[src/core/stg_params.svh]
// register offsets, reset values and field positions of the trigger and status block
`ifndef STG_PARAMS_SVH
`define STG_PARAMS_SVH

// byte addresses on the 32-bit register bus
`define STG_ADR_CTRL      8'h00
`define STG_ADR_CMD       8'h04
`define STG_ADR_OPER_COND 8'h08
`define STG_ADR_OPER_PTR  8'h0C
`define STG_ADR_OPER_NTR  8'h10
`define STG_ADR_OPER_EVT  8'h14
`define STG_ADR_OPER_ENA  8'h18
`define STG_ADR_STD_EVT   8'h1C
`define STG_ADR_STD_ENA   8'h20
`define STG_ADR_SUMMARY   8'h24

// operation condition bit positions
`define STG_BIT_TRAN_BUSY 6
`define STG_BIT_TRAN_WTG  7
// status byte bit driven by the operation summary
`define STG_BIT_OPER_SUM  7
// standard event summary placed in status byte bit 5
`define STG_BIT_ESB_SUM   5
// cmd register bits
`define STG_CMD_ARM       0
`define STG_CMD_TRIG      1
`define STG_CMD_GROUP     2
`define STG_CMD_ABORT     3
// ctrl register bits
`define STG_CTRL_SRC      0

`define STG_PTR_RST       16'hFFFF
`define STG_NTR_RST       16'h0000
`define STG_ENA_RST       16'h0000
`define STG_STD_ENA_RST   8'h00

`endif

[src/core/stg_pkg.sv]
// types shared by the trigger and status block
package stg_pkg;
    typedef enum logic {
        STG_SRC_BUS,
        STG_SRC_NO_WAIT
    } stg_src_t;

    typedef enum logic [1:0] {
        STG_IDLE,
        STG_WAIT,
        STG_RUN
    } stg_state_t;
endpackage : stg_pkg

[src/core/stg_top.sv]
// trigger state machine and status register groups behind a wishbone slave
// How it works
// - arm command in idle leaves idle and starts the trigger function, unless an abort comes in the same cycle
// - bus source: after arm, wait for trigger or abort
// - waiting: own trigger or group trigger starts the sequence
// - no_wait source: sequence starts right after arm, skipping waiting
// - sequence done returns to idle; new arm needed
// - abort while waiting or running cancels and returns idle
// - group trigger fires every armed trigger subsystem in one cycle
// - after completion outputs keep the final step's values, output keeps the last step's on/off state
// - condition register follows state bits live; reads have no side effect
// - event bit sets on a condition transition passed by its filter
// - event bits hold until the event register is read; read clears all
// - enable mask gates events; only enabled bits form the summary
// - enable register is writable and readable at any time
// - rising filter bit lets false-to-true changes set the event
// - falling filter bit lets true-to-false changes set the event
// - both filters: every change recorded; neither: nothing recorded
// - standard event group has only event and enable registers
// - OR of enabled operation events drives status byte bit 7
// - condition bit 128 shows waiting, bit 64 shows running
`timescale 1ns/1ps
`include "stg_params.svh"

module stg_top (
    input  wire logic        clk_i,
    input  wire logic        rst_i,
    // classic wishbone slave
    input  wire logic        cyc_i,
    input  wire logic        stb_i,
    input  wire logic        we_i,
    input  wire logic [7:0]  adr_i,
    input  wire logic [3:0]  sel_i,
    input  wire logic [31:0] dat_i,
    output logic      [31:0] dat_o,
    output logic             ack_o,
    // decoded commands from the command interpreter
    input  wire logic        sequence_arm_cmd_i,
    input  wire logic        seq_trig_cmd_i,
    input  wire logic        group_trig_cmd_i,
    input  wire logic        abort_cmd_i,
    // sequencer handshake
    input  wire logic        seq_done_i,
    input  wire logic [13:0] oper_cond_ext_i,
    input  wire logic [7:0]  std_event_i,
    input  wire logic        step_out_on_i,
    output logic             seq_start_o,
    output logic             seq_cancel_o,
    output logic             out_on_o,
    output logic             oper_summary_o,
    output logic             std_summary_o,
    output logic [7:0]       status_byte_o
);

    // ----------------------------------------------------------------
    // bus decode
    // ----------------------------------------------------------------
    function automatic logic hit(input logic [7:0] a, input logic [7:0] off);
        hit = (a == off);
    endfunction : hit

    logic        req;
    logic        wr;
    logic        rd;
    logic        wr_ctrl;
    logic        wr_cmd;
    logic        wr_ptr;
    logic        wr_ntr;
    logic        wr_ena;
    logic        wr_std_ena;
    logic        rd_evt;
    logic        rd_std_evt;
    logic        ack_q;

    // single-cycle answer: ack one cycle after stb, dropped next cycle
    assign req        = cyc_i && stb_i && !ack_q;
    assign wr         = req && we_i && sel_i[0];
    assign rd         = req && !we_i;
    assign wr_ctrl    = wr && hit(adr_i, `STG_ADR_CTRL);
    assign wr_cmd     = wr && hit(adr_i, `STG_ADR_CMD);
    assign wr_ptr     = wr && hit(adr_i, `STG_ADR_OPER_PTR);
    assign wr_ntr     = wr && hit(adr_i, `STG_ADR_OPER_NTR);
    assign wr_ena     = wr && hit(adr_i, `STG_ADR_OPER_ENA);
    assign wr_std_ena = wr && hit(adr_i, `STG_ADR_STD_ENA);
    assign rd_evt     = rd && hit(adr_i, `STG_ADR_OPER_EVT);
    assign rd_std_evt = rd && hit(adr_i, `STG_ADR_STD_EVT);

    // 16-bit fields written with the two low byte lanes
    function automatic logic [15:0] merge16(input logic [15:0] old, input logic [31:0] d,
                                            input logic [3:0] s);
        merge16 = {s[1] ? d[15:8] : old[15:8], s[0] ? d[7:0] : old[7:0]};
    endfunction : merge16

    // ----------------------------------------------------------------
    // trigger state machine
    // ----------------------------------------------------------------
    stg_pkg::stg_state_t state_q;
    stg_pkg::stg_state_t state_d;
    stg_pkg::stg_src_t   src_q;
    logic                arm;
    logic                trig;
    logic                group;
    logic                abort_any;
    logic                start_d;
    logic                cancel_d;

    assign arm       = sequence_arm_cmd_i || (wr_cmd && dat_i[`STG_CMD_ARM]);
    // group trigger reaches every armed subsystem in the same cycle
    assign group     = group_trig_cmd_i || (wr_cmd && dat_i[`STG_CMD_GROUP]);
    assign trig      = seq_trig_cmd_i || (wr_cmd && dat_i[`STG_CMD_TRIG]) || group;
    assign abort_any = abort_cmd_i || (wr_cmd && dat_i[`STG_CMD_ABORT]);

    always_comb begin
        state_d  = state_q;
        start_d  = 1'b0;
        cancel_d = 1'b0;
        unique case (state_q)
            stg_pkg::STG_IDLE: begin
                // triggers here are dropped: nothing is armed
                if (arm && !abort_any) begin
                    if (src_q == stg_pkg::STG_SRC_NO_WAIT) begin
                        state_d = stg_pkg::STG_RUN;
                        start_d = 1'b1;
                    end else begin
                        state_d = stg_pkg::STG_WAIT;
                    end
                end
            end
            stg_pkg::STG_WAIT: begin
                if (abort_any) begin
                    state_d  = stg_pkg::STG_IDLE;
                    cancel_d = 1'b1;
                end else if (trig) begin
                    state_d = stg_pkg::STG_RUN;
                    start_d = 1'b1;
                end
            end
            stg_pkg::STG_RUN: begin
                if (abort_any) begin
                    state_d  = stg_pkg::STG_IDLE;
                    cancel_d = 1'b1;
                end else if (seq_done_i) begin
                    state_d = stg_pkg::STG_IDLE;
                end
            end
            default: state_d = stg_pkg::STG_IDLE;
        endcase
    end

    always_ff @(posedge clk_i) begin
        if (rst_i) begin
            state_q      <= stg_pkg::STG_IDLE;
            seq_start_o  <= 1'b0;
            seq_cancel_o <= 1'b0;
        end else begin
            state_q      <= state_d;
            seq_start_o  <= start_d;
            seq_cancel_o <= cancel_d;
        end
    end

    always_ff @(posedge clk_i) begin
        if (rst_i) begin
            src_q <= stg_pkg::STG_SRC_BUS;
        end else if (wr_ctrl) begin
            src_q <= stg_pkg::stg_src_t'(dat_i[`STG_CTRL_SRC]);
        end
    end

    // output follows each step while running and is simply held after completion
    always_ff @(posedge clk_i) begin
        if (rst_i) begin
            out_on_o <= 1'b0;
        end else if (state_q == stg_pkg::STG_RUN) begin
            out_on_o <= step_out_on_i;
        end
    end

    // ----------------------------------------------------------------
    // external condition filter
    // ----------------------------------------------------------------
    // condition sources sit outside this clock: each bit passes three stages
    // and is taken only once the last two agree, at the cost of four cycles of lag
    logic [13:0] ext_s1_q;
    logic [13:0] ext_s2_q;
    logic [13:0] ext_s3_q;
    logic [13:0] ext_q;
    logic [13:0] ext_d;

    // a bit whose last two stages still disagree keeps its accepted value
    assign ext_d = (ext_s2_q & ext_s3_q) | (ext_q & (ext_s2_q ^ ext_s3_q));

    always_ff @(posedge clk_i) begin
        if (rst_i) begin
            ext_s1_q <= 14'h0000;
            ext_s2_q <= 14'h0000;
            ext_s3_q <= 14'h0000;
            ext_q    <= 14'h0000;
        end else begin
            ext_s1_q <= oper_cond_ext_i;
            ext_s2_q <= ext_s1_q;
            ext_s3_q <= ext_s2_q;
            ext_q    <= ext_d;
        end
    end

    // ----------------------------------------------------------------
    // operation status group
    // ----------------------------------------------------------------
    logic [15:0] cond_q;
    logic [15:0] cond_d;
    logic [15:0] ptr_q;
    logic [15:0] ntr_q;
    logic [15:0] evt_q;
    logic [15:0] ena_q;
    logic [15:0] rise;
    logic [15:0] fall;
    logic [15:0] new_evt;
    logic        oper_sum;

    // live condition: trigger bits from the machine, the rest from outside
    assign cond_d = {ext_q[13:6],
                     state_q == stg_pkg::STG_WAIT,
                     state_q == stg_pkg::STG_RUN,
                     ext_q[5:0]};

    generate
        for (genvar i = 0; i < 16; i++) begin : g_filt
            assign rise[i]    = cond_d[i] && !cond_q[i];
            assign fall[i]    = !cond_d[i] && cond_q[i];
            // both filters record every change, neither records nothing
            assign new_evt[i] = (rise[i] && ptr_q[i])
                              || (fall[i] && ntr_q[i]);
        end
    endgenerate

    assign oper_sum = |(evt_q & ena_q);

    always_ff @(posedge clk_i) begin
        if (rst_i) begin
            cond_q <= 16'h0000;
        end else begin
            cond_q <= cond_d;
        end
    end

    always_ff @(posedge clk_i) begin
        if (rst_i) begin
            ptr_q <= `STG_PTR_RST;
            ntr_q <= `STG_NTR_RST;
            ena_q <= `STG_ENA_RST;
        end else begin
            if (wr_ptr) ptr_q <= merge16(ptr_q, dat_i, sel_i);
            if (wr_ntr) ntr_q <= merge16(ntr_q, dat_i, sel_i);
            if (wr_ena) ena_q <= merge16(ena_q, dat_i, sel_i);
        end
    end

    // the read clears, but a transition in the same cycle still lands
    always_ff @(posedge clk_i) begin
        if (rst_i) begin
            evt_q <= 16'h0000;
        end else begin
            evt_q <= (rd_evt ? 16'h0000 : evt_q) | new_evt;
        end
    end

    // ----------------------------------------------------------------
    // standard event group: event and enable only
    // ----------------------------------------------------------------
    logic [7:0] std_evt_q;
    logic [7:0] std_ena_q;
    logic       std_sum;

    assign std_sum = |(std_evt_q & std_ena_q);

    always_ff @(posedge clk_i) begin
        if (rst_i) begin
            std_evt_q <= 8'h00;
            std_ena_q <= `STG_STD_ENA_RST;
        end else begin
            std_evt_q <= (rd_std_evt ? 8'h00 : std_evt_q) | std_event_i;
            if (wr_std_ena) std_ena_q <= dat_i[7:0];
        end
    end

    // ----------------------------------------------------------------
    // summaries
    // ----------------------------------------------------------------
    logic [7:0] stb_d;

    always_comb begin
        stb_d                    = 8'h00;
        stb_d[`STG_BIT_OPER_SUM] = oper_sum;
        stb_d[`STG_BIT_ESB_SUM]  = std_sum;
    end

    always_ff @(posedge clk_i) begin
        if (rst_i) begin
            oper_summary_o <= 1'b0;
            std_summary_o  <= 1'b0;
            status_byte_o  <= 8'h00;
        end else begin
            oper_summary_o <= oper_sum;
            std_summary_o  <= std_sum;
            status_byte_o  <= stb_d;
        end
    end

    // ----------------------------------------------------------------
    // read mux
    // ----------------------------------------------------------------
    logic [31:0] rdata;

    always_comb begin
        unique case (adr_i)
            `STG_ADR_CTRL:      rdata = {31'h0, src_q};
            `STG_ADR_CMD:       rdata = {30'h0, state_q};
            `STG_ADR_OPER_COND: rdata = {16'h0, cond_q};
            `STG_ADR_OPER_PTR:  rdata = {16'h0, ptr_q};
            `STG_ADR_OPER_NTR:  rdata = {16'h0, ntr_q};
            `STG_ADR_OPER_EVT:  rdata = {16'h0, evt_q};
            `STG_ADR_OPER_ENA:  rdata = {16'h0, ena_q};
            `STG_ADR_STD_EVT:   rdata = {24'h0, std_evt_q};
            `STG_ADR_STD_ENA:   rdata = {24'h0, std_ena_q};
            `STG_ADR_SUMMARY:   rdata = {24'h0, stb_d};
            default:            rdata = 32'h0000_0000;
        endcase
    end

    always_ff @(posedge clk_i) begin
        if (rst_i) begin
            ack_q <= 1'b0;
            dat_o <= 32'h0000_0000;
        end else begin
            ack_q <= req;
            if (rd) dat_o <= rdata;
        end
    end

    assign ack_o = ack_q;

endmodule : stg_top

[config.mk]
export PLATFORM = sky130hd
export DESIGN_NAME = stg_top
export DESIGN_NICKNAME = d
export VERILOG_FILES = /design/src/core/stg_pkg.sv /design/src/core/stg_top.sv
export VERILOG_INCLUDE_DIRS = /design/src /design/src/core
export SDC_FILE = /design/constraint.sdc
export NUM_CORES = 1
export LEC_CHECK = 0
export BUFFER_PORTS_ARGS = -buffer_cell sky130_fd_sc_hd__buf_2
export CORE_MARGIN = 5
export CORE_UTILIZATION = 56
export CTS_BUF_LIST = sky130_fd_sc_hd__clkbuf_16
export CTS_CLUSTER_DIAMETER = 120
export CTS_CLUSTER_SIZE = 30
export DETAILED_ROUTE_END_ITERATION = 7
export GPL_TIMING_DRIVEN = 0
export PLACE_DENSITY = 0.9
export SLEW_MARGIN = 10
export SYNTH_ARGS = -nofsm -noshare
export SYNTH_HDL_FRONTEND = slang
export SYNTH_SLANG_ARGS = --single-unit
[constraint.sdc]
create_clock -name clk_i -period 3.1 [get_ports clk_i]
set_input_delay 0.775 -clock clk_i [delete_from_list [all_inputs] [get_ports clk_i]]
set_output_delay 0.775 -clock clk_i [all_outputs]
set_load 0.02 [all_outputs]
# After elaboration in Yosys (flattened, before gate mapping)
# Index checks and enable logic that the tools add are counted.
[op_classes]
eq_ne = 14
muxes = 16
bitwise = 9
reduce_logical = 151
[ops]
columns = ["op", "n"]
rows = [
  ["case mux 16 bit (10 select lines)", 1],
  ["logical AND 1 bit", 82],
  ["logical NOT 1 bit", 35],
  ["== test 8 x 5 -> 1 bit (second input constant)", 4],
  ["AND 14 bit", 2],
  ["logical OR 1 bit", 21],
  ["AND 16 bit", 1],
  ["== test 8 x 4 -> 1 bit (second input constant)", 2],
  ["== test 8 x 6 -> 1 bit (second input constant)", 2],
  ["2-to-1 mux 16 bit", 1],
  ["bitwise OR 16 bit", 1],
  ["OR reduction 16 bit", 1],
  ["bitwise OR 14 bit", 1],
  ["bitwise XOR 14 bit", 1],
  ["2-to-1 mux 2 bit", 6],
  ["AND reduction 2 bit", 6],
  ["AND 8 bit", 1],
  ["== test 8 x 3 -> 1 bit (second input constant)", 1],
  ["logical NOT 8 bit", 1],
  ["2-to-1 mux 8 bit", 1],
  ["bitwise OR 8 bit", 1],
  ["OR reduction 8 bit", 1],
  ["!= test 3 bit (second input constant)", 2],
  ["case mux 2 bit (3 select lines)", 1],
  ["9 further kinds", 14],
]
[word_totals]
regBits = 201
input_bits = 77
output_inout_bits = 46
word_cells = 215

# Logic depth before layout (Yosys ltp)
[logic_depth]
depth_word = 11
ltp_mapped = 8
ltp_nobuf = 7

# Least setup slack after synthesis
# OpenSTA, ideal clock, no wires.
[synth_path]
path_kind = "input to register"
from = "input port stb_i"
to = "register ptr_q[10]"
setup_ps = 120
arrival_ps = 2271
t_required_ps = 2980
path_slack_ps = 709
path_stages = 7
n_path_buf = 2
cell_sequence = "nand3b_4 -> or2_2 -> buf_2 -> nor3_4 -> buf_2 -> nand2_1 -> a211o_1"
[synth_via]
elab_chain_len = 6
[synth_rtl]
columns = ["element", "line", "text"]
rows = [
  ["start: declaration", "stg_top.sv:30", "input wire logic stb_i,"],
  ["logical AND 1 bit (2 in series)", "stg_top.sv:76", "assign req = cyc_i && stb_i && !ack_q;"],
  ["logical AND 1 bit (2 in series)", "stg_top.sv:77", "assign wr = req && we_i && sel_i[0];"],
  ["logical AND 1 bit", "stg_top.sv:81", "assign wr_ptr = wr && hit(adr_i, `STG_ADR_OPER_PTR);"],
  ["AND reduction 2 bit (no line)", "n/a", ""],
  ["end signal: assignment", "stg_top.sv:249", "ptr_q <= `STG_PTR_RST;"],
  ["end signal: assignment", "stg_top.sv:253", "if (wr_ptr) ptr_q <= merge16(ptr_q, dat_i, sel_i);"],
  ["end: declaration", "stg_top.sv:212", "logic [15:0] ptr_q;"],
]
# No other way between the ends.
# A chain may end at the register's enable or synchronous reset.

# Worst setup path in the final report
[layout_path]
from = "input port adr_i[1]"
to = "register ptr_q[14]"
[layout_via]
elab_chain_len = 3
[layout_rtl]
columns = ["element", "line", "text"]
rows = [
  ["start: declaration", "stg_top.sv:32", "input wire logic [7:0] adr_i,"],
  ["== test 8 x 4 -> 1 bit", "stg_top.sv:59", "hit = (a == off);"],
  ["logical AND 1 bit", "stg_top.sv:81", ""],
  ["AND reduction 2 bit (no line)", "n/a", ""],
]
# No other way between the ends.

==> results.md <==
* Max Fanout on Critical Path at 10
* Reg2reg start: ack_o
* GRT overflow at 0
* Reg clk slew, reported paths at 0.07 ns
* Int Pwr at 3.67 mW
* Number of fill cells at between 900 and 1,000
* Post-synthesis sequential area ratio at 0.487
* Initial Utilization at 0.574
* Yosys Warn Count at 0
* PortBufs at 82
* Final setup viols at 0
* # Post-CTS Setup Buffers at 0
* Synth Register Bits at 177
* RePlAce Congestion at 0.969
* Hold Crit Class: flip-flop to flip-flop
* Die area at 15,400 um^2
* Setup WS pre-CTS at 0.00380 ns
* Crit path kind: input port to flip-flop
* Post_cts resized at 0
* Hold Buf Count CTS at 0
* # IOs at 123
* P_leak at 3.44 nW
* Reg2reg path depth at 7
* Ys flop type: dfxtp_1
* Die height at 124 um
* Hold path endpoint: ext_s2_q[5]
* Hpwl dp at about 15 mm
* Layout area overhead at 17.2%
* Fmax at 359 MHz
* Post-DRT Antenna Nets at 0
* Tightest Pin Transition at 1.14 ns
* Reg-to-reg endpoint: ptr_q[14]
* Deepest clock path buffer count at 2
* Reg2Reg Setup Slack at 0.54 ns
* Largest net degree at the start of global routing at 17
* Hold WS at 0.433 ns
* FFs w/ async S/R, synth at 0
* Status: completed
* Vias at 6,266
* Sink Count at approximately 180
* Max Cap Violations at 0
* Routed wire per std cell at ~19 um
* Maximum VDD drop at approximately 0.39 mV
* Avg Cell Area, Syn at 9.29 um^2
* Clock Skews at roughly 0.0088 ns
* Share of cells above drive strength 1 at 0.168
* Clock H-tree levels at 4
* Final hold vios at 0
* Critical path arrival at 3.10 ns
* Post-synth EDFFs at 0
* Reg area at 3540 um^2
* Synth cell types at 56
* Via/cell ratio at 5.77
* PD cells at 568 nW/um^2
* Final TNS setup at 0 ns
* Final wirelength at between 20 and 25 mm
* Logic pwr share at 0.090
* Vias in the first global route at between 5,000 and 6,000
* Pins Over Slew Limit at 0
* DRT iter0 DRCs at between 700 and 800
* First-pass GRT wire length at 31.4 mm
* Antenna Cells at 0
* Core area at between 10,000 and 15,000 um^2
* Critical Path Sink Type: flip-flop
* Clock power share at 0.418
* CP Data Required Time at 3.41 ns
* Tmin final at 2.79 ns
* Gate Count Post-Synth at 783
* Slew Limit Headroom at 0.235
* CP Launch Type: input port
* Hold depth at 1
* Root Driver: clkbuf_16
* Mapped Area at 7280 um^2
* FP Rows at 41
* Nets at 999
* Total GRT Usage at 0.270
* RSZ-0062 raised after global routing: no
* DRC at 0
* Setup slack after layout at 0.311 ns
* Die X-Extent at 124 um
* Skew-Pair Late Insertion Delay at 0.43 ns
* Pre-Repair DR Iteration Count at 8
* Hold Startpoint: ext_s1_q[5]
* Inserted Clock Buffers at 17
* Reg power frac at 0.492
* Initial antenna violation count at 0
* Area of the multi-input gates at approximately 3500 um^2
* Fin crit share at 0.900
* Switching portion of total power at 0.241
* Power consumption at 4.84 mW
* Net Sw Power at between 1 and 1.5 mW
* CTS tree: yes
-- sequential cells by signal, summed over array words and instances (netlist names), 2 cells and up --
register / cells
ext_s2_q: 14
ntr_q: 16
dat_o: 16
cond_q: 16
ena_q: 16
std_evt_q: 8
std_ena_q: 8
ext_s3_q: 14
ptr_q: 16
ext_s1_q: 14
state_q: 2
ext_q: 14
evt_q: 16
-- synthesized netlist by cell type (3+ instances only) --
master,n,area share
a22o_1,15,0.018
clkbuf_1,29,0.015
a21oi_1,69,0.047
nor3_4,4,0.0089
nand3b_1,18,0.019
inv_1,5,0.0026
buf_1,4,0.0021
nor3_1,6,0.0041
a22oi_1,9,0.0093
nand2_1,85,0.044
nor3b_1,3,0.0031
nand3_1,12,0.0083
buf_2,5,0.0034
a221oi_1,5,0.0060
buf_4,25,0.026
ha_1,17,0.029
o22ai_1,6,0.0052
dfxtp_1,177,0.49
nor2_1,76,0.039
o21ai_0,33,0.023
a211o_1,17,0.020
a32oi_1,3,0.0036
mux2i_1,37,0.051
nor2b_1,67,0.058
and3_1,10,0.0086
a222oi_1,8,0.011
-- worst max-delay path, cell delays in order --
cell	delay [ns]
buf_2	0.12
nor3b_2	0.52
nand2_1	0.19
nor3_4	0.47
buf_2	0.33
nand2_1	0.31
a211o_1	0.39
-- layout make-up --
| type | instances | share of cell area |
|---|---|---|
| buffer | 63 | 0.0395 |
| clock buffer | 17 | 0.0499 |
| clock inverter | 11 | 0.0139 |
| inverter | 5 | 0.00220 |
| multi-input combinational | 559 | 0.405 |
| sequential | 177 | 0.416 |
| tap | 172 | 0.0252 |
| timing repair buffer | 82 | 0.0481 |
-- placed cells by master, fill, tap and decap left out, drive strengths merged, types with 3 or more instances in the layout --
cell type  count
conb          22
nor2b         67
a22oi          9
buf          116
clkinv         5
a21oi         70
mux2i         37
o21ai         36
nand2         85
a32oi          3
dfxtp        177
nor2          76
nand3         12
a22o          15
and3          10
nor3b          4
nand3b        19
a211o         17
a222oi         8
ha            17
nor3          10
a221oi         5
clkbuf        46
o22ai          6
inv            8
or2            3
-- logic make-up after synthesis --
logic type                 after synthesis  synth area share
buffers and inverters                   68            0.0488
muxes                                   39            0.0555
DFF                                    177             0.487
AOI/OAI and AO/OA                      181             0.161
and+or+nand+nor                        300             0.218
other                                    1          0.000515
adders and majority gates               17            0.0292
-- how the worst max path moves through the flow --
stage          slack (ns)  cells after the start        end     start
6_report             0.31                      7  ptr_q[14]  adr_i[1]
5_1_grt              0.24                      7  ptr_q[14]  adr_i[1]
4_1_cts              0.42                      7  ptr_q[14]  adr_i[1]
3_5_place_dp        0.004                      7   ptr_q[8]  adr_i[1]
3_3_place_gp         0.03                      7   ptr_q[9]  adr_i[1]
2_1_floorplan        0.71                      7  ptr_q[10]     stb_i
-- per-layer routing --
layer  share of wire  GRT usage  vias to the layer above
met1            0.40      0.351                     2897
li1                -          -                     2955
met2            0.46      0.432                      354
met5               0          0                        -
met3            0.11     0.0599                       60
met4           0.035      0.120                        0
-- power by group through the flow --
stage,combinational (mW),sequential (mW),clock (mW)
after floorplan,0.275,2.43,0
after global placement,0.418,2.43,0
after detailed placement,0.424,2.43,0
after CTS,0.429,2.38,2.04
after global routing,0.473,2.39,2.13
final,0.436,2.38,2.02
-- stage by stage --
| step | util | cell area (um^2) | instances |
|---|---|---|---|
| after global placement | 0.630 | 7980 | 1058 |
| final | 0.673 | 8520 | 1086 |
| after global routing | 0.673 | 8520 | 1086 |
| after CTS | 0.673 | 8520 | 1086 |
| after floorplan | - | 7350 | 804 |
| after detailed placement | 0.630 | 7980 | 1058 |
(Power assumes the default switching activity.)
